$ cat src/verilog/dsm_pkg.sv
// Constants, enums and carriers for the data-space decoder block.
// Assumes one core clock and a core that issues one access per cycle.
`default_nettype none
package dsm_pkg;
  // ----------------------------------------------------------------
  // Data-space map
  // ----------------------------------------------------------------
  localparam logic [15:0] IO_END       = 16'h003F;
  localparam logic [15:0] SRAM_END     = 16'h005F;
  localparam logic [15:0] IO_SHORT_OFS = 16'h0020;
  localparam logic [15:0] DIRECT_BASE  = 16'h0040;
  localparam logic [15:0] EVT_ADDR     = 16'h003B;
  localparam logic [15:0] SPL_ADDR     = 16'h003D;
  localparam logic [15:0] SPH_ADDR     = 16'h003E;
  localparam logic [15:0] STATUS_FLAGS_ADDR    = 16'h005F;
  localparam logic [15:0] LOCK_BASE    = 16'h3F00;
  localparam logic [15:0] LOCK_END     = 16'h3F01;
  localparam logic [15:0] CFG_BASE     = 16'h3F40;
  localparam logic [15:0] CFG_END      = 16'h3F41;
  localparam logic [15:0] CAL_BASE     = 16'h3F80;
  localparam logic [15:0] CAL_END      = 16'h3F81;
  localparam logic [15:0] ID_BASE      = 16'h3FC0;
  localparam logic [15:0] ID_END       = 16'h3FC3;
  localparam logic [15:0] FLASH_BASE   = 16'h4000;
  localparam logic [15:0] FLASH_END    = 16'h43FF;
  // Serial port registers, excluded from single-bit access
  localparam logic [4:0]  SER_IO_LO    = 5'h10;
  localparam logic [4:0]  SER_IO_HI    = 5'h13;
  localparam int          SRAM_DEPTH   = 32;
  // ----------------------------------------------------------------
  // Reset values
  // ----------------------------------------------------------------
  localparam logic [15:0] TOP_OF_RAM   = 16'h005F;
  localparam logic [7:0]  STATUS_FLAGS_RST     = 8'h00;
  localparam logic [7:0]  EVT_RST      = 8'h00;
  localparam logic [8:0]  PC_RST       = 9'h000;
  // ----------------------------------------------------------------
  // Status bit positions
  // ----------------------------------------------------------------
  localparam int F_I = 7;
  localparam int F_T = 6;
  localparam int F_H = 5;
  localparam int F_S = 4;
  localparam int F_V = 3;
  localparam int F_N = 2;
  localparam int F_Z = 1;
  localparam int F_C = 0;
  // ----------------------------------------------------------------
  // Types
  // ----------------------------------------------------------------
  typedef enum logic [2:0] {
    MODE_DIRECT  = 3'b000,
    MODE_IND     = 3'b001,
    MODE_PREDEC  = 3'b010,
    MODE_POSTINC = 3'b011,
    MODE_IO      = 3'b100
  } dsm_mode_t;
  typedef enum logic [2:0] {
    RGN_RSVD = 3'b000,
    RGN_IO   = 3'b001,
    RGN_SRAM = 3'b010,
    RGN_STATUS_FLAGS = 3'b011,
    RGN_NVM  = 3'b100
  } dsm_region_t;
  typedef enum logic [1:0] {
    BOP_NONE = 2'b00,
    BOP_SET  = 2'b01,
    BOP_CLR  = 2'b10,
    BOP_TEST = 2'b11
  } dsm_bop_t;
  typedef struct packed {
    logic        valid;
    logic        wr;
    dsm_mode_t   mode;
    logic [15:0] addr;
    logic [15:0] ptr;
    logic [7:0]  wdata;
  } dsm_mem_req_t;
  typedef struct packed {
    logic        valid;
    dsm_bop_t    op;
    logic [4:0]  io_addr;
    logic [2:0]  bit_idx;
  } dsm_bit_req_t;
  typedef struct packed {
    logic        valid;
    logic [7:0]  mask;
    logic        half;
    logic        ovf;
    logic        carry;
    logic [7:0]  result;
  } dsm_alu_t;
endpackage
`default_nettype wire

$ cat src/verilog/dsm_core.sv
// Data-space decoder, stack pointer, status flags and program counter.
// Assumes core-side inputs are on core_clk; NVM read data answers
// nvm_addr_ff within the same cycle.
//
// What this block does
// RULE_01: Stack pointer is two bytes, low byte at 0x3D, reset to top of RAM.
// RULE_02: Short I/O addresses 0x00-0x3F reach data address plus 0x20.
// RULE_03: Status register at 0x5F resets to zero, flags I T H S V N Z C.
// RULE_04: Global enable low blocks every interrupt request.
// RULE_05: Taking an interrupt clears global enable; return sets it.
// RULE_06: Set and clear interrupt instructions drive global enable.
// RULE_07: Bit store copies into T.
// RULE_08: Sign always equals negative XOR overflow.
// RULE_09: ALU results set zero, negative, carry, half carry, overflow.
// RULE_10: Program counter is 9 bits over 512 words, starting at zero.
// RULE_11: Program words appear in data space from 0x4000.
// RULE_12: First 64 addresses are I/O, next 32 are SRAM; here 0x5F decodes as the status register, so SRAM is 0x40-0x5E.
// RULE_13: Lock, config, calibration, ID and flash regions read only.
// RULE_14: Flash window ends 0x43FF; 0x4400 upward is reserved.
// RULE_15: Direct, indirect, pre-decrement and post-increment modes exist.
// RULE_16: Direct mode reaches 0x0040-0x00BF; indirect reaches everything.
// RULE_17: Auto modes decrement before or increment after, then write back.
// RULE_18: A data access completes in two clock cycles.
// RULE_19: Bit set, clear and test act on I/O 0x00-0x1F, not serial.
// RULE_20: Bit set and clear touch only the addressed bit.
// RULE_21: Writing one clears a flag; writing zero leaves it.
// RULE_22: Software writes zero to reserved bits, never to reserved I/O.
// RULE_23: Read-only and reserved writes ignored; reserved reads give zero.
// RULE_24: Status register alike through short I/O and data address.
`timescale 1ns/1ps
`default_nettype none
module dsm_core (
  input  wire logic                  core_clk,
  input  wire logic                  nrst,
  input  wire dsm_pkg::dsm_mem_req_t mem_req,
  input  wire dsm_pkg::dsm_bit_req_t bit_req,
  input  wire dsm_pkg::dsm_alu_t     alu_upd,
  input  wire logic                  set_interrupt_enable,
  input  wire logic                  clear_interrupt_enable,
  input  wire logic                  irq_taken,
  input  wire logic                  return_from_interrupt,
  input  wire logic                  bit_store_to_copy,
  input  wire logic                  bst_bit,
  input  wire logic                  irq_pending,
  input  wire logic [7:0]            evt_set,
  input  wire logic                  pc_load,
  input  wire logic                  pc_step,
  input  wire logic [8:0]            pc_target,
  input  wire logic [7:0]            nvm_rdata,
  output logic [7:0]                 rd_data_ff,
  output logic                       rd_valid_ff,
  output logic [15:0]                ptr_wb_ff,
  output logic                       ptr_wb_valid_ff,
  output logic                       tested_bit_ff,
  output logic                       test_valid_ff,
  output logic [7:0]                 status_flags_ff,
  output logic [15:0]                stack_pointer_ff,
  output logic                       irq_request_ff,
  output logic                       nvm_rd_ff,
  output logic [15:0]                nvm_addr_ff,
  output logic [8:0]                 program_counter_ff
);
  // ----------------------------------------------------------------
  // Region decode
  // ----------------------------------------------------------------
  function automatic dsm_pkg::dsm_region_t region_of(input logic [15:0] a);
    if (a <= dsm_pkg::IO_END) return dsm_pkg::RGN_IO; // [RULE_12]
    if (a == dsm_pkg::STATUS_FLAGS_ADDR) return dsm_pkg::RGN_STATUS_FLAGS; // [RULE_03]
    if (a <= dsm_pkg::SRAM_END) return dsm_pkg::RGN_SRAM; // [RULE_12]
    if ((a >= dsm_pkg::LOCK_BASE && a <= dsm_pkg::LOCK_END) ||
        (a >= dsm_pkg::CFG_BASE && a <= dsm_pkg::CFG_END) ||
        (a >= dsm_pkg::CAL_BASE && a <= dsm_pkg::CAL_END) ||
        (a >= dsm_pkg::ID_BASE && a <= dsm_pkg::ID_END) ||
        (a >= dsm_pkg::FLASH_BASE && a <= dsm_pkg::FLASH_END)) begin
      return dsm_pkg::RGN_NVM; // [RULE_13] [RULE_14] [RULE_11]
    end
    return dsm_pkg::RGN_RSVD;
  endfunction

  // ----------------------------------------------------------------
  // Stage 1 state and storage
  // ----------------------------------------------------------------
  logic                s1_valid_ff;
  logic                s1_wr_ff;
  dsm_pkg::dsm_bop_t   s1_bop_ff;
  logic [2:0]          s1_bidx_ff;
  dsm_pkg::dsm_region_t s1_rgn_ff;
  logic [15:0]         s1_addr_ff;
  logic [7:0]          s1_wdata_ff;
  logic [7:0]          evt_flags_ff;
  logic [7:0]          sram_mem [dsm_pkg::SRAM_DEPTH];
  logic [7:0]          nxt_status_flags;

  // Effective address per mode
  wire logic [15:0] ptr_dec = mem_req.ptr - 16'h0001;
  wire logic [15:0] ptr_inc = mem_req.ptr + 16'h0001;
  wire logic [15:0] eff_addr =
    (mem_req.mode == dsm_pkg::MODE_DIRECT) ?
      dsm_pkg::DIRECT_BASE + {9'h000, mem_req.addr[6:0]} : // [RULE_16]
    (mem_req.mode == dsm_pkg::MODE_IO) ?
      dsm_pkg::IO_SHORT_OFS + {10'h000, mem_req.addr[5:0]} : // [RULE_02] [RULE_24]
    (mem_req.mode == dsm_pkg::MODE_PREDEC) ? ptr_dec : mem_req.ptr; // [RULE_15]
  wire logic auto_mode = (mem_req.mode == dsm_pkg::MODE_PREDEC) ||
                         (mem_req.mode == dsm_pkg::MODE_POSTINC);

  // Bit access accepted outside the serial registers only
  wire logic bit_serial = (bit_req.io_addr >= dsm_pkg::SER_IO_LO) &&
                          (bit_req.io_addr <= dsm_pkg::SER_IO_HI);
  wire logic bit_ok = bit_req.valid && !mem_req.valid && !bit_serial &&
                      (bit_req.op != dsm_pkg::BOP_NONE); // [RULE_19]
  wire logic [15:0] bit_addr = dsm_pkg::IO_SHORT_OFS + {11'h000, bit_req.io_addr};
  wire logic [15:0] req_addr = mem_req.valid ? eff_addr : bit_addr;
  wire dsm_pkg::dsm_region_t req_rgn = region_of(req_addr);
  wire logic req_go = mem_req.valid || bit_ok;

  // Read mux at stage 1
  wire logic is_spl = s1_addr_ff == dsm_pkg::SPL_ADDR;
  wire logic is_sph = s1_addr_ff == dsm_pkg::SPH_ADDR;
  wire logic is_evt = s1_addr_ff == dsm_pkg::EVT_ADDR;
  wire logic [7:0] io_rd = is_spl ? stack_pointer_ff[7:0] :
                           is_sph ? stack_pointer_ff[15:8] :
                           is_evt ? evt_flags_ff : 8'h00;
  wire logic [7:0] rd_mux =
    (s1_rgn_ff == dsm_pkg::RGN_IO)   ? io_rd :
    (s1_rgn_ff == dsm_pkg::RGN_SRAM) ? sram_mem[s1_addr_ff[4:0]] :
    (s1_rgn_ff == dsm_pkg::RGN_STATUS_FLAGS) ? status_flags_ff :
    (s1_rgn_ff == dsm_pkg::RGN_NVM)  ? nvm_rdata : 8'h00; // [RULE_23]

  // Write value; bit ops build a one-bit mask
  wire logic [7:0] bmask = 8'h01 << s1_bidx_ff;
  wire logic [7:0] wr_val =
    (s1_bop_ff == dsm_pkg::BOP_SET) ? (is_evt ? bmask : rd_mux | bmask) : // [RULE_20]
    (s1_bop_ff == dsm_pkg::BOP_CLR) ? (is_evt ? 8'h00 : rd_mux & ~bmask) : // [RULE_20]
    s1_wdata_ff;
  wire logic do_wr = s1_valid_ff && (s1_wr_ff || s1_bop_ff == dsm_pkg::BOP_SET ||
                                     s1_bop_ff == dsm_pkg::BOP_CLR);
  wire logic wr_io   = do_wr && (s1_rgn_ff == dsm_pkg::RGN_IO);
  wire logic wr_sram = do_wr && (s1_rgn_ff == dsm_pkg::RGN_SRAM);
  wire logic wr_status_flags = do_wr && (s1_rgn_ff == dsm_pkg::RGN_STATUS_FLAGS); // [RULE_24]
  wire logic rd_done = s1_valid_ff && !s1_wr_ff && (s1_bop_ff == dsm_pkg::BOP_NONE);
  wire logic [7:0] evt_clr = (wr_io && is_evt) ? wr_val : 8'h00;
  wire logic [7:0] nxt_evt = (evt_flags_ff & ~evt_clr) | evt_set; // [RULE_21]

  // ----------------------------------------------------------------
  // Status flag next value
  // ----------------------------------------------------------------
  always_comb begin
    nxt_status_flags = status_flags_ff;
    if (wr_status_flags) begin
      nxt_status_flags = wr_val; // [RULE_03]
    end
    if (alu_upd.valid) begin
      if (alu_upd.mask[dsm_pkg::F_H]) nxt_status_flags[dsm_pkg::F_H] = alu_upd.half; // [RULE_09]
      if (alu_upd.mask[dsm_pkg::F_V]) nxt_status_flags[dsm_pkg::F_V] = alu_upd.ovf; // [RULE_09]
      if (alu_upd.mask[dsm_pkg::F_N]) nxt_status_flags[dsm_pkg::F_N] = alu_upd.result[7]; // [RULE_09]
      if (alu_upd.mask[dsm_pkg::F_Z]) nxt_status_flags[dsm_pkg::F_Z] = alu_upd.result == 8'h00; // [RULE_09]
      if (alu_upd.mask[dsm_pkg::F_C]) nxt_status_flags[dsm_pkg::F_C] = alu_upd.carry; // [RULE_09]
    end
    if (bit_store_to_copy) nxt_status_flags[dsm_pkg::F_T] = bst_bit; // [RULE_07]
    if (set_interrupt_enable || return_from_interrupt) nxt_status_flags[dsm_pkg::F_I] = 1'b1; // [RULE_05] [RULE_06]
    if (clear_interrupt_enable || irq_taken) nxt_status_flags[dsm_pkg::F_I] = 1'b0; // [RULE_05] [RULE_06]
    nxt_status_flags[dsm_pkg::F_S] = nxt_status_flags[dsm_pkg::F_N] ^ nxt_status_flags[dsm_pkg::F_V]; // [RULE_08]
  end

  // ----------------------------------------------------------------
  // Pipeline, registers and answers
  // ----------------------------------------------------------------
  // Stage 1 capture of the request
  always_ff @(posedge core_clk or negedge nrst) begin
    if (!nrst) begin
      s1_valid_ff <= 1'b0;
      s1_wr_ff    <= 1'b0;
      s1_bop_ff   <= dsm_pkg::BOP_NONE;
      s1_bidx_ff  <= 3'h0;
      s1_rgn_ff   <= dsm_pkg::RGN_RSVD;
      s1_addr_ff  <= 16'h0000;
      s1_wdata_ff <= 8'h00;
      nvm_rd_ff   <= 1'b0;
      nvm_addr_ff <= 16'h0000;
    end else begin
      s1_valid_ff <= req_go; // [RULE_18]
      s1_wr_ff    <= mem_req.valid && mem_req.wr;
      s1_bop_ff   <= mem_req.valid ? dsm_pkg::BOP_NONE : bit_req.op;
      s1_bidx_ff  <= bit_req.bit_idx;
      s1_rgn_ff   <= req_rgn;
      s1_addr_ff  <= req_addr;
      s1_wdata_ff <= mem_req.wdata;
      nvm_rd_ff   <= req_go && !mem_req.wr && (req_rgn == dsm_pkg::RGN_NVM); // [RULE_13]
      nvm_addr_ff <= req_addr;
    end
  end

  // Pointer write-back for auto modes
  always_ff @(posedge core_clk or negedge nrst) begin
    if (!nrst) begin
      ptr_wb_valid_ff <= 1'b0;
      ptr_wb_ff       <= 16'h0000;
    end else begin
      ptr_wb_valid_ff <= mem_req.valid && auto_mode; // [RULE_17]
      ptr_wb_ff <= (mem_req.mode == dsm_pkg::MODE_PREDEC) ? ptr_dec : ptr_inc; // [RULE_17]
    end
  end

  // Read data and bit test answers
  always_ff @(posedge core_clk or negedge nrst) begin
    if (!nrst) begin
      rd_valid_ff   <= 1'b0;
      rd_data_ff    <= 8'h00;
      test_valid_ff <= 1'b0;
      tested_bit_ff <= 1'b0;
    end else begin
      rd_valid_ff   <= rd_done; // [RULE_18]
      rd_data_ff    <= rd_done ? rd_mux : 8'h00;
      test_valid_ff <= s1_valid_ff && (s1_bop_ff == dsm_pkg::BOP_TEST); // [RULE_19]
      tested_bit_ff <= rd_mux[s1_bidx_ff];
    end
  end

  // SRAM writes; reserved and read-only regions take none
  always_ff @(posedge core_clk) begin
    if (wr_sram) sram_mem[s1_addr_ff[4:0]] <= wr_val; // [RULE_23]
  end

  // Stack pointer, event flags and status
  always_ff @(posedge core_clk or negedge nrst) begin
    if (!nrst) begin
      stack_pointer_ff <= dsm_pkg::TOP_OF_RAM; // [RULE_01]
      evt_flags_ff     <= dsm_pkg::EVT_RST;
      status_flags_ff  <= dsm_pkg::STATUS_FLAGS_RST; // [RULE_03]
    end else begin
      if (wr_io && is_spl) stack_pointer_ff[7:0] <= wr_val; // [RULE_01]
      if (wr_io && is_sph) stack_pointer_ff[15:8] <= wr_val;
      evt_flags_ff    <= nxt_evt;
      status_flags_ff <= nxt_status_flags;
    end
  end

  // Interrupt gate and program counter
  always_ff @(posedge core_clk or negedge nrst) begin
    if (!nrst) begin
      irq_request_ff     <= 1'b0;
      program_counter_ff <= dsm_pkg::PC_RST; // [RULE_10]
    end else begin
      irq_request_ff <= irq_pending && status_flags_ff[dsm_pkg::F_I]; // [RULE_04]
      if (pc_load) program_counter_ff <= pc_target;
      else if (pc_step) program_counter_ff <= program_counter_ff + 9'h001; // [RULE_10]
    end
  end
endmodule // dsm_core
`default_nettype wire

$ cat config.mk
export PLATFORM = sky130hd
export DESIGN_NAME = dsm_core
export DESIGN_NICKNAME = d
export VERILOG_FILES = /design/src/verilog/dsm_pkg.sv /design/src/verilog/dsm_core.sv
export SDC_FILE = /design/constraint.sdc
export NUM_CORES = 1
export LEC_CHECK = 0
export ABC_AREA = 0
export BUFFER_PORTS_ARGS = -buffer_cell sky130_fd_sc_hd__buf_2
export CORE_MARGIN = 5
export CORE_UTILIZATION = 63
export CTS_BUF_LIST = sky130_fd_sc_hd__clkbuf_16
export DETAILED_ROUTE_END_ITERATION = 6
export PLACE_DENSITY = 0.85
export SLEW_MARGIN = 20
export SYNTH_ARGS = -nofsm -noshare
export SYNTH_HDL_FRONTEND = slang
export SYNTH_SLANG_ARGS = --single-unit
$ cat constraint.sdc
create_clock -name core_clk -period 9.6 [get_ports core_clk]
set_input_delay 0.96 -clock core_clk [delete_from_list [all_inputs] [get_ports core_clk]]
set_output_delay 0.96 -clock core_clk [all_outputs]
set_load 0.03 [all_outputs]
* Word level (Yosys, flattened, before mapping) *
Memory sizes are Yosys's and may differ from the RTL's.
Index checks and enable logic that the tools add are counted.

operators by class
  equality and inequality tests = 15
  shift operators = 1
  reduce and logical (&&, ||, !) cells = 45
  $lt $le $gt $ge = 15
  add/subtract/negate cells = 6
  mux-type cells = 54
  bitwise gates (word level) = 7

operator list
  cell                   count
  $mux 8                 14
  $mux 16                5
  $ge 16x14->1 const B   4
  $le 16x14->1 const B   4
  $eq 16x6->1 const B    3
  $logic_and 1x1->1      24
  $mux 3                 8
  $mux 1                 22
  $mux 9                 2
  $add 16x1->16 const B  1
  $and 8x8->8            2
  $eq 16x7->1 const B    1
  $ge 16x15->1 const B   1
  $le 16x15->1 const B   1
  $le 16x6->1 const B    1
  $le 16x7->1 const B    1
  $not 8->8              2
  $or 8x8->8             2
  $sub 16x1->16 const B  1
  $eq 3x2->1 const B     4
  $logic_or 1x1->1       10
  $add 9x1->9 const B    1
  $eq 3x3->1 const B     3
  $add 7x7->8 const A    1
  19 further kinds       25

storage, ports and cells
  memories = 1
  bits in registers = 105
  word-level logic and storage cells = 166
  RAM bits = 256

memory list
  name      depth  width  read ports  clocked after Yosys merged registers in  wr ports  line            text
  sram_mem  32     8      1           0                                        1         dsm_core.sv:91  logic [7:0] sram_mem [dsm_pkg::SRAM_DEPTH];

* Longest topological paths before layout *
Gate-level depths: netlist of the first run.

  depth in word-level cells = 21
  gate-level depth with buffers = 12

* Worst setup path after synthesis of the first run *
OpenSTA, ideal clock, no wires.

  path kind = register to register
  start point = register s1_addr_ff[1]
  end point = memory sram_mem[0][6] (data pin)
  library setup time = 493 ps
  clock period less this slack = 4,068 ps
  path slack = 5,532 ps
  required time = 9,107 ps
  arrival = 3,575 ps
  buffers on the path = 4
  cell stages (with the launch flop) = 11
  cells stage by stage = dfrtp_1 > buf_4 > buf_2 > buf_4 > buf_4 > mux2i_1 > a211oi_1 > a22oi_1 > a21oi_1 > o21ai_0 > o31ai_1

on the way
  cells in the longest elaborated chain, start to end = 9
  elaborated cells between the ends (all ways) = 15

RTL lines
  what                                                                  line             text
  from (decl)                                                           dsm_core.sv:88   logic [15:0] s1_addr_ff;
  from (signal assigned)                                                dsm_core.sv:186  s1_addr_ff <= req_addr;
  parallel branches: the longest is 8 deep, another holds $mem_v2 32x8  -
  $mux 8 (*)                                                            dsm_core.sv:132  (s1_bop_ff == dsm_pkg::BOP_SET) ? (is_evt ? bmask : rd_mux | bmask) :
  net wr_val[6]                                                         dsm_core.sv:131  wire logic [7:0] wr_val =
  to (decl)                                                             dsm_core.sv:91

Mark *: on every way through the listed nets, which the timed path passes.

* Worst setup path after layout of the first run *
  start point = register s1_addr_ff[0]
  end point = memory sram_mem[8][0] (data pin)

The elaborated chain is that of the path after synthesis.

==> run summary, run 1 <==
### Clock network
* clock tree from TritonCTS: yes
* post-cts resize count: 0
* clock latency on the worst-skew pair: 510 ps
* TritonCTS Buffers: 36
* hold buffers post-CTS: 0
* Post CTS Setup Buffer Count: 0
* CTS H-tree depth: 2
* library cell used as clock root buffer: clkbuf_16
* number of sinks handled by clock tree synthesis: 361
* number of buffers between clock root and the deepest sink: 3
* Worst-path clk slew: 60 ps

### Detailed routing
* Routed met2 length: 19230 um
* uppermost routed layer: met4
* Post-DRT Antenna Nets: 0
* length of routed wiring on met1: 15330 um
* drt pass-1 iters: 6
* drt initial violations: 1435
* routed wire length: 41010 um
* detail-routed via count per cell: 6.594
* via total after detailed routing: 10630
* routed wl met3: 4179 um
* Routed WL per cell: 25.44 um
* post-detailed-route DRC marker count: 0

### Worst setup path
* crit path kind: flop to flop
* arrival time reported for the critical path endpoint: 5360 ps
* Worst Path Max Fanout: 53
* CP endpoint kind: flop
* internal reg-to-reg setup slack: 4140 ps
* Crit path required time: 9500 ps
* type of origin of the critical path: flop
* Worst Setup SP: s1_addr_ff[0]
* worst reg2reg startpoint: s1_addr_ff[0]

### Logic synthesis
* Synth Register Bits: 361
* fraction of post-synthesis cell area in the top cell type by area: 0.4893
* synthesized instance count: 1093
* post-synthesis net count: 1210
* number of enable-type register cells in the synthesized netlist: 256
* main combinational cell family by area after synthesis: multiplexers
* Post-Syn Area: 15710 sq um
* main flop type after synthesis: edfxtp_1
* adder-cell share of the synthesized area: 0.003982
* xor and xnor fraction of the mapped netlist area: 0.01672
* FFs w/ async S/R, synth: 0.2909
* count of yosys warnings during synthesis: 0
* simple-gate share of the synthesized area: 0.1031
* most frequent cell after synthesis: edfxtp_1
* register area share after synthesis: 0.6570
* share of cell area taken by muxes after synthesis: 0.1103
* synth unique cells: 82
* average footprint of a synthesized cell: 14.37 sq um
* synthesized-area fraction occupied by ao, oa, aoi and oai cells: 0.08322
* top cell type by total area after synthesis: edfxtp_1
* leading post-synthesis cells by cell area: edfxtp_1 49%, dfrtp_1 16%, mux4_2 6.2%, mux4_1 2.2%, nor2_1 2.1%
* top cell types by occurrence after synthesis: 256 x edfxtp_1, 99 x dfrtp_1, 88 x nor2_1, 75 x nand2_1, 52 x o21ai_0

### Cells and area
* fraction of final layout cells with drive strength greater than 1: 0.2675
* number of nets in the layout: 1380
* relative area change from synthesis to final layout: 14.80%

### STA
* Slew @ Worst Pin: 1108 ps
* worst clock skew on the final layout: 14.68 ps
* setup TNS: 0 ps
* number of pins with negative max-slew slack in the final report: 0
* final hold vios: 0
* RSZ-0062 raised after global routing: no
* final critical-path share of the clock period: 0.5691
* Period minus WS final: 5463 ps
* relative slew slack: 0.2566
* fmax: 183.0 MHz
* Final setup violation count: 0
* fin worst setup slack: 4137 ps

### Floorplan
* Floorplan Core Area: 24460 sq um
* number of rows created at floorplan: 57
* starting density of the core: 0.6423
* die width: 167.9 um
* number of ports placed on the die boundary: 191
* area enclosed by the die boundary: 28200 sq um
* Chip Height: 167.9 um

### Pwr
* pwr/cell area: 196.0 nW/um^2
* leakage power figure: 6.561 nW
* Worst VDD drop: 0.1287 mV

### GRT
* via count of the first global-routing pass: 10638
* global routing usage summed across all routing layers: 0.2878
* first-pass GRT wire length: 62900 um
* number of antenna violations at the first check in global routing: 2
* Overflow after GRT: 0
* maximum number of pins on one net before global-route repair: 72

### Placed design
* routability-driven placement congestion ratio: 0.9832
* hpwl dp: 27170 um
* total of buffers placed on input and output ports: 178
* pre-CTS WS: 4973 ps

### Min path
* Hold WC Path Type: input pin to asynchronous set/reset pin

### Outcome
* run status: finished clean

### Job
* number of violations of the max-capacitance limit: 0

[routing by layer]
metal | vias to the layer above | GRT usage
li1 | 4535 | -
met1 | 5220 | 0.3997
met2 | 719 | 0.4394
met3 | 156 | 0.06776
met4 | 0 | 0.1330
met5 | - | 0
[flip-flops by register name, indices dropped and copies added (netlist names)]
name and count:
sram_mem 256, ptr_wb_ff 16, s1_addr_ff 16, stack_pointer_ff 16
program_counter_ff 9, evt_flags_ff 8, rd_data_ff 8, s1_wdata_ff 8
status_flags_ff 8, s1_bidx_ff 3, s1_rgn_ff 3, s1_bop_ff 2
irq_request_ff 1, nvm_rd_ff 1, ptr_wb_valid_ff 1, rd_valid_ff 1
s1_valid_ff 1, s1_wr_ff 1, test_valid_ff 1, tested_bit_ff 1
[worst paths after layout]
check                                        endpoint  cells past startpoint
worst max-delay path                   sram_mem[8][0]                      8
worst min-delay path            program_counter_ff[6]                      1
worst max register to register         sram_mem[8][0]                      8
worst min register to register        evt_flags_ff[3]                      1
max in group asynchronous               s1_addr_ff[1]                      2
min in group core_clk                 evt_flags_ff[3]                      1
[layout by cell type, fill, tap and decap left out, drive strengths merged, types with 17 or more instances in the layout]
master,n
nand2,76
edfxtp,256
buf,188
mux2,26
mux4,56
nor3,17
nor2b,23
inv,34
nand2b,18
a21oi,28
xnor2,17
nor2,89
dfrtp,99
o21ai,55
clkbuf,37
nand3,27
[layout make-up]
class,instances,area [sq um]
antenna,2,5.005
clock buffer,37,925.9
clock inverter,24,259.0
fill,1429,6426
inverter,31,121.4
multi-input combinational,645,5021
sequential,361,10330
tap,324,405.4
timing repair buffer,188,968.4
[worst max-delay path: stages, from the launching register on]
cell      delay [ps]
dfrtp_4          600
buf_4            760
mux4_1           690
a221oi_1         500
a21oi_1           90
nor4_1           730
o22a_1           370
o31a_1           210
clkinv_1         870
[logic make-up (layout without fill, tap and decap cells)]
family                     Yosys count  count (layout)
DFF                                361             361
and+or+nand+nor                    323             323
AOI/OAI and AO/OA                  192             192
muxes                               95              95
buffers and inverters               87             280
xor gates and xnor gates            30              30
adders and majority gates            5               5
other                                0               2
[power breakdown]
part	leakage [nW]	switching, mW	internal [mW]
sequential	3.43	0.0282	1.71
clock	0.598	0.563	0.857
combinational	2.54	0.246	0.127
total	6.56	0.837	2.70
[metrics by stage]
step / hold WS (ps) / power (mW) / util / area [sq um] / instances
after detailed placement: 457.9 / 2.136 / 0.6887 / 16850 / 1549
after CTS: 381.3 / 3.536 / 0.7371 / 18030 / 1610
after global routing: 413.7 / 3.643 / 0.7373 / 18040 / 1612
after global placement: 452.1 / 2.125 / 0.6884 / 16840 / 1549
after floorplan: 440.8 / 2.001 / - / 15710 / 1093
final: 376.4 / 3.535 / 0.7373 / 18040 / 1612
Power figures use the tool's default switching activity.
==> run 2: changes to the inputs <==
--- a/config.mk
+++ b/config.mk
@@ -8,10 +8,10 @@
 export ABC_AREA = 0
 export BUFFER_PORTS_ARGS = -buffer_cell sky130_fd_sc_hd__buf_2
 export CORE_MARGIN = 5
-export CORE_UTILIZATION = 63
+export CORE_UTILIZATION = 53
 export CTS_BUF_LIST = sky130_fd_sc_hd__clkbuf_16
 export DETAILED_ROUTE_END_ITERATION = 6
-export PLACE_DENSITY = 0.85
+export PLACE_DENSITY = 0.77
 export SLEW_MARGIN = 20
 export SYNTH_ARGS = -nofsm -noshare
 export SYNTH_HDL_FRONTEND = slang
==> constraint.sdc (replaced) <==
create_clock -name core_clk -period 4.6 [get_ports core_clk]
set_input_delay 0.46 -clock core_clk [delete_from_list [all_inputs] [get_ports core_clk]]
set_output_delay 0.46 -clock core_clk [all_outputs]
set_load 0.03 [all_outputs]
==> run 2 against run 1 <==
  * Die area is 18% higher
  * Count of clock-buffer cells in the layout stayed put
  * Sequential share of layout area is 0.54 points lower
  * Flip-flop and latch count stayed put
  * Largest power group unchanged
==> run summary, run 2 (synthesized netlist as in run 1, its figures left out) <==
### Outcome
* run status: finished clean

### Pwr
* pwr/cell area: 397.8 nW/um^2, +100%
* Final Power: 7.243 mW, +100%
* Worst VDD drop: 0.2386 mV, +85%
* leakage power figure: 6.645 nW, +1.3%

### Floorplan
* starting density of the core: 0.5329, -0.1093
* die width: 182.2 um, +8.5%
* area enclosed by the die boundary: 33190 sq um, +18%
* Floorplan Core Area: 29480 sq um, +21%
* number of rows created at floorplan: 63, +11%
* number of ports placed on the die boundary: 191, unchanged
* Chip Height: 182.2 um, +8.5%

### STA
* number of pins with negative max-slew slack in the final report: 0, unchanged
* final hold vios: 0, unchanged
* Final setup violation count: 0, unchanged
* fmax: 239.4 MHz, +31%
* final critical-path share of the clock period: 0.9081, +0.3391
* Slew @ Worst Pin: 1085 ps, -22.97 ps
* relative slew slack: 0.2757, +0.01909
* Period minus WS final: 4177 ps, -1286 ps
* fin worst setup slack: 422.5 ps, -3714 ps
* RSZ-0062 raised after global routing: no
* setup TNS: 0 ps, unchanged
* worst clock skew on the final layout: 23.99 ps, +9.313 ps

### Detailed routing
* post-detailed-route DRC marker count: 0, unchanged
* drt initial violations: 1361, -5.2%
* Post-DRT Antenna Nets: 0, unchanged
* detail-routed via count per cell: 6.204, -5.9%
* Routed WL per cell: 24.54 um, -3.6%
* via total after detailed routing: 10547, -0.78%
* drt pass-1 iters: 6, unchanged
* routed wire length: 41710 um, +1.7%

### GRT
* global routing usage summed across all routing layers: 0.2472, -0.04066
* first-pass GRT wire length: 63320 um, +0.67%
* via count of the first global-routing pass: 10211, -4.0%
* maximum number of pins on one net before global-route repair: 73, +1.4%
* Overflow after GRT: 0, unchanged
* number of antenna violations at the first check in global routing: 0, -2

### Worst setup path
* Worst Setup SP: s1_addr_ff[0]
* type of origin of the critical path: flop
* Crit path required time: 4660 ps, -4840 ps
* arrival time reported for the critical path endpoint: 4230 ps, -1130 ps
* Worst Path Max Fanout: 33, -38%
* Reg-to-Reg End: sram_mem[4][0]
* CP endpoint kind: flop
* worst reg2reg startpoint: s1_addr_ff[0]
* crit path kind: flop to flop
* internal reg-to-reg setup slack: 420 ps, -3710 ps
* Reg2Reg Depth: 7, -1

### Placed design
* hpwl dp: 29260 um, +7.7%
* DP Area: 17070 sq um, +1.3%
* total of buffers placed on input and output ports: 178, unchanged
* routability-driven placement congestion ratio: 0.9484, -3.5%
* pre-CTS WS: 544.1 ps, -4429 ps

### Clock network
* CTS H-tree depth: 2, unchanged
* clock tree from TritonCTS: yes
* number of buffers between clock root and the deepest sink: 3, unchanged
* library cell used as clock root buffer: clkbuf_16
* Worst-path clk slew: 60 ps, about the same
* clock latency on the worst-skew pair: 540 ps, +30 ps
* Post CTS Setup Buffer Count: 0, unchanged
* TritonCTS Buffers: 37, +2.8%
* number of sinks handled by clock tree synthesis: 361, unchanged

### Min path
* Hold WC Path Type: input pin to flop
* worst hold start: mem_req[2]
* number of cells traversed by the worst hold path: 1
* hold endpoint: s1_wdata_ff[2]

### Cells and area
* fraction of final layout cells with drive strength greater than 1: 0.2779, +0.01037
* post-route cell area: 18210 sq um, +0.96%
* relative area change from synthesis to final layout: 15.90%
* Diodes inserted: 0, -2
* number of nets in the layout: 1399, +1.4%
* total of fill cells in the finished design: 2209, +55%
* top library cells by usage in the layout, fill and taps aside: 256 x edfxtp_1, 177 x buf_2, 97 x dfrtp_1
* max reg flops: 256, unchanged
* commonest non-fill, non-tap cell in the layout: edfxtp_1

### Job
* number of violations of the max-capacitance limit: 0, unchanged

run 2: cell count changes in the layout (fill, tap and decap cells not counted), sizes merged:
cell      delta
buf         +18
bufinv       -5
clkinv       +4
clkinvlp     +2
diode        -2
inv          +5
run 2: through the flow:
stage	cells	hold WS (ps)	util
detailed placement	1633	495.5	0.5790
global route	1700	22.26	0.6176
floorplan	1093	164.4	-
CTS	1700	23.16	0.6175
finish	1700	37.25	0.6176
global placement	1633	487.5	0.5790
run 2: report_power, final:
group	switching (mW)	internal [mW]	total (mW)	leakage, nW
Clock	1.26	1.54	2.80	0.590
Combinational	0.498	0.283	0.781	2.63
Sequential	0.0849	3.58	3.66	3.43
run 2: repair_timing:
item | CTS | global route
hold buffers | 0 | 0
gates resized for setup | 0 | 1
setup endpoints to repair | 0 | 33
run 2: how the worst max path moves through the flow:
| stage | slack [ps] | end |
|---|---|---|
| 2_1_floorplan | 530 | sram_mem[0][6] |
| 5_1_grt | 140 | status_flags_ff[0] |
| 4_1_cts | 540 | sram_mem[4][0] |
| 3_5_place_dp | 540 | sram_mem[17][0] |
| 3_3_place_gp | 670 | sram_mem[17][0] |
| 6_report | 420 | sram_mem[4][0] |
run 2: area by class of cell:
class                   count  area, sq um  share of cell area
clock buffers              37        925.9             0.05085
well taps                 390        488.0             0.02680
repair buffers            206         1116             0.06129
flip-flops and latches    361        10330              0.5673
inverters                  31        125.1            0.006871
clock inverters            30        210.2             0.01154
multi-input cells         645         5014              0.2753
run 2: critical path, stage by stage (launching register included):
cell        delay [ps]
dfrtp_4            750
mux4_1             660
a221oi_1           560
a21oi_1             80
nor4_1             550
o22a_1             310
o31a_1             240
clkinvlp_4         550
run 2: layer usage:
metal  GRT usage  vias up  share of wire
li1            -     4573              -
met1      0.3590     5320           0.40
met2      0.3926      568           0.49
met3     0.04265       86          0.085
met4     0.06725        0          0.026
met5           0        -              0
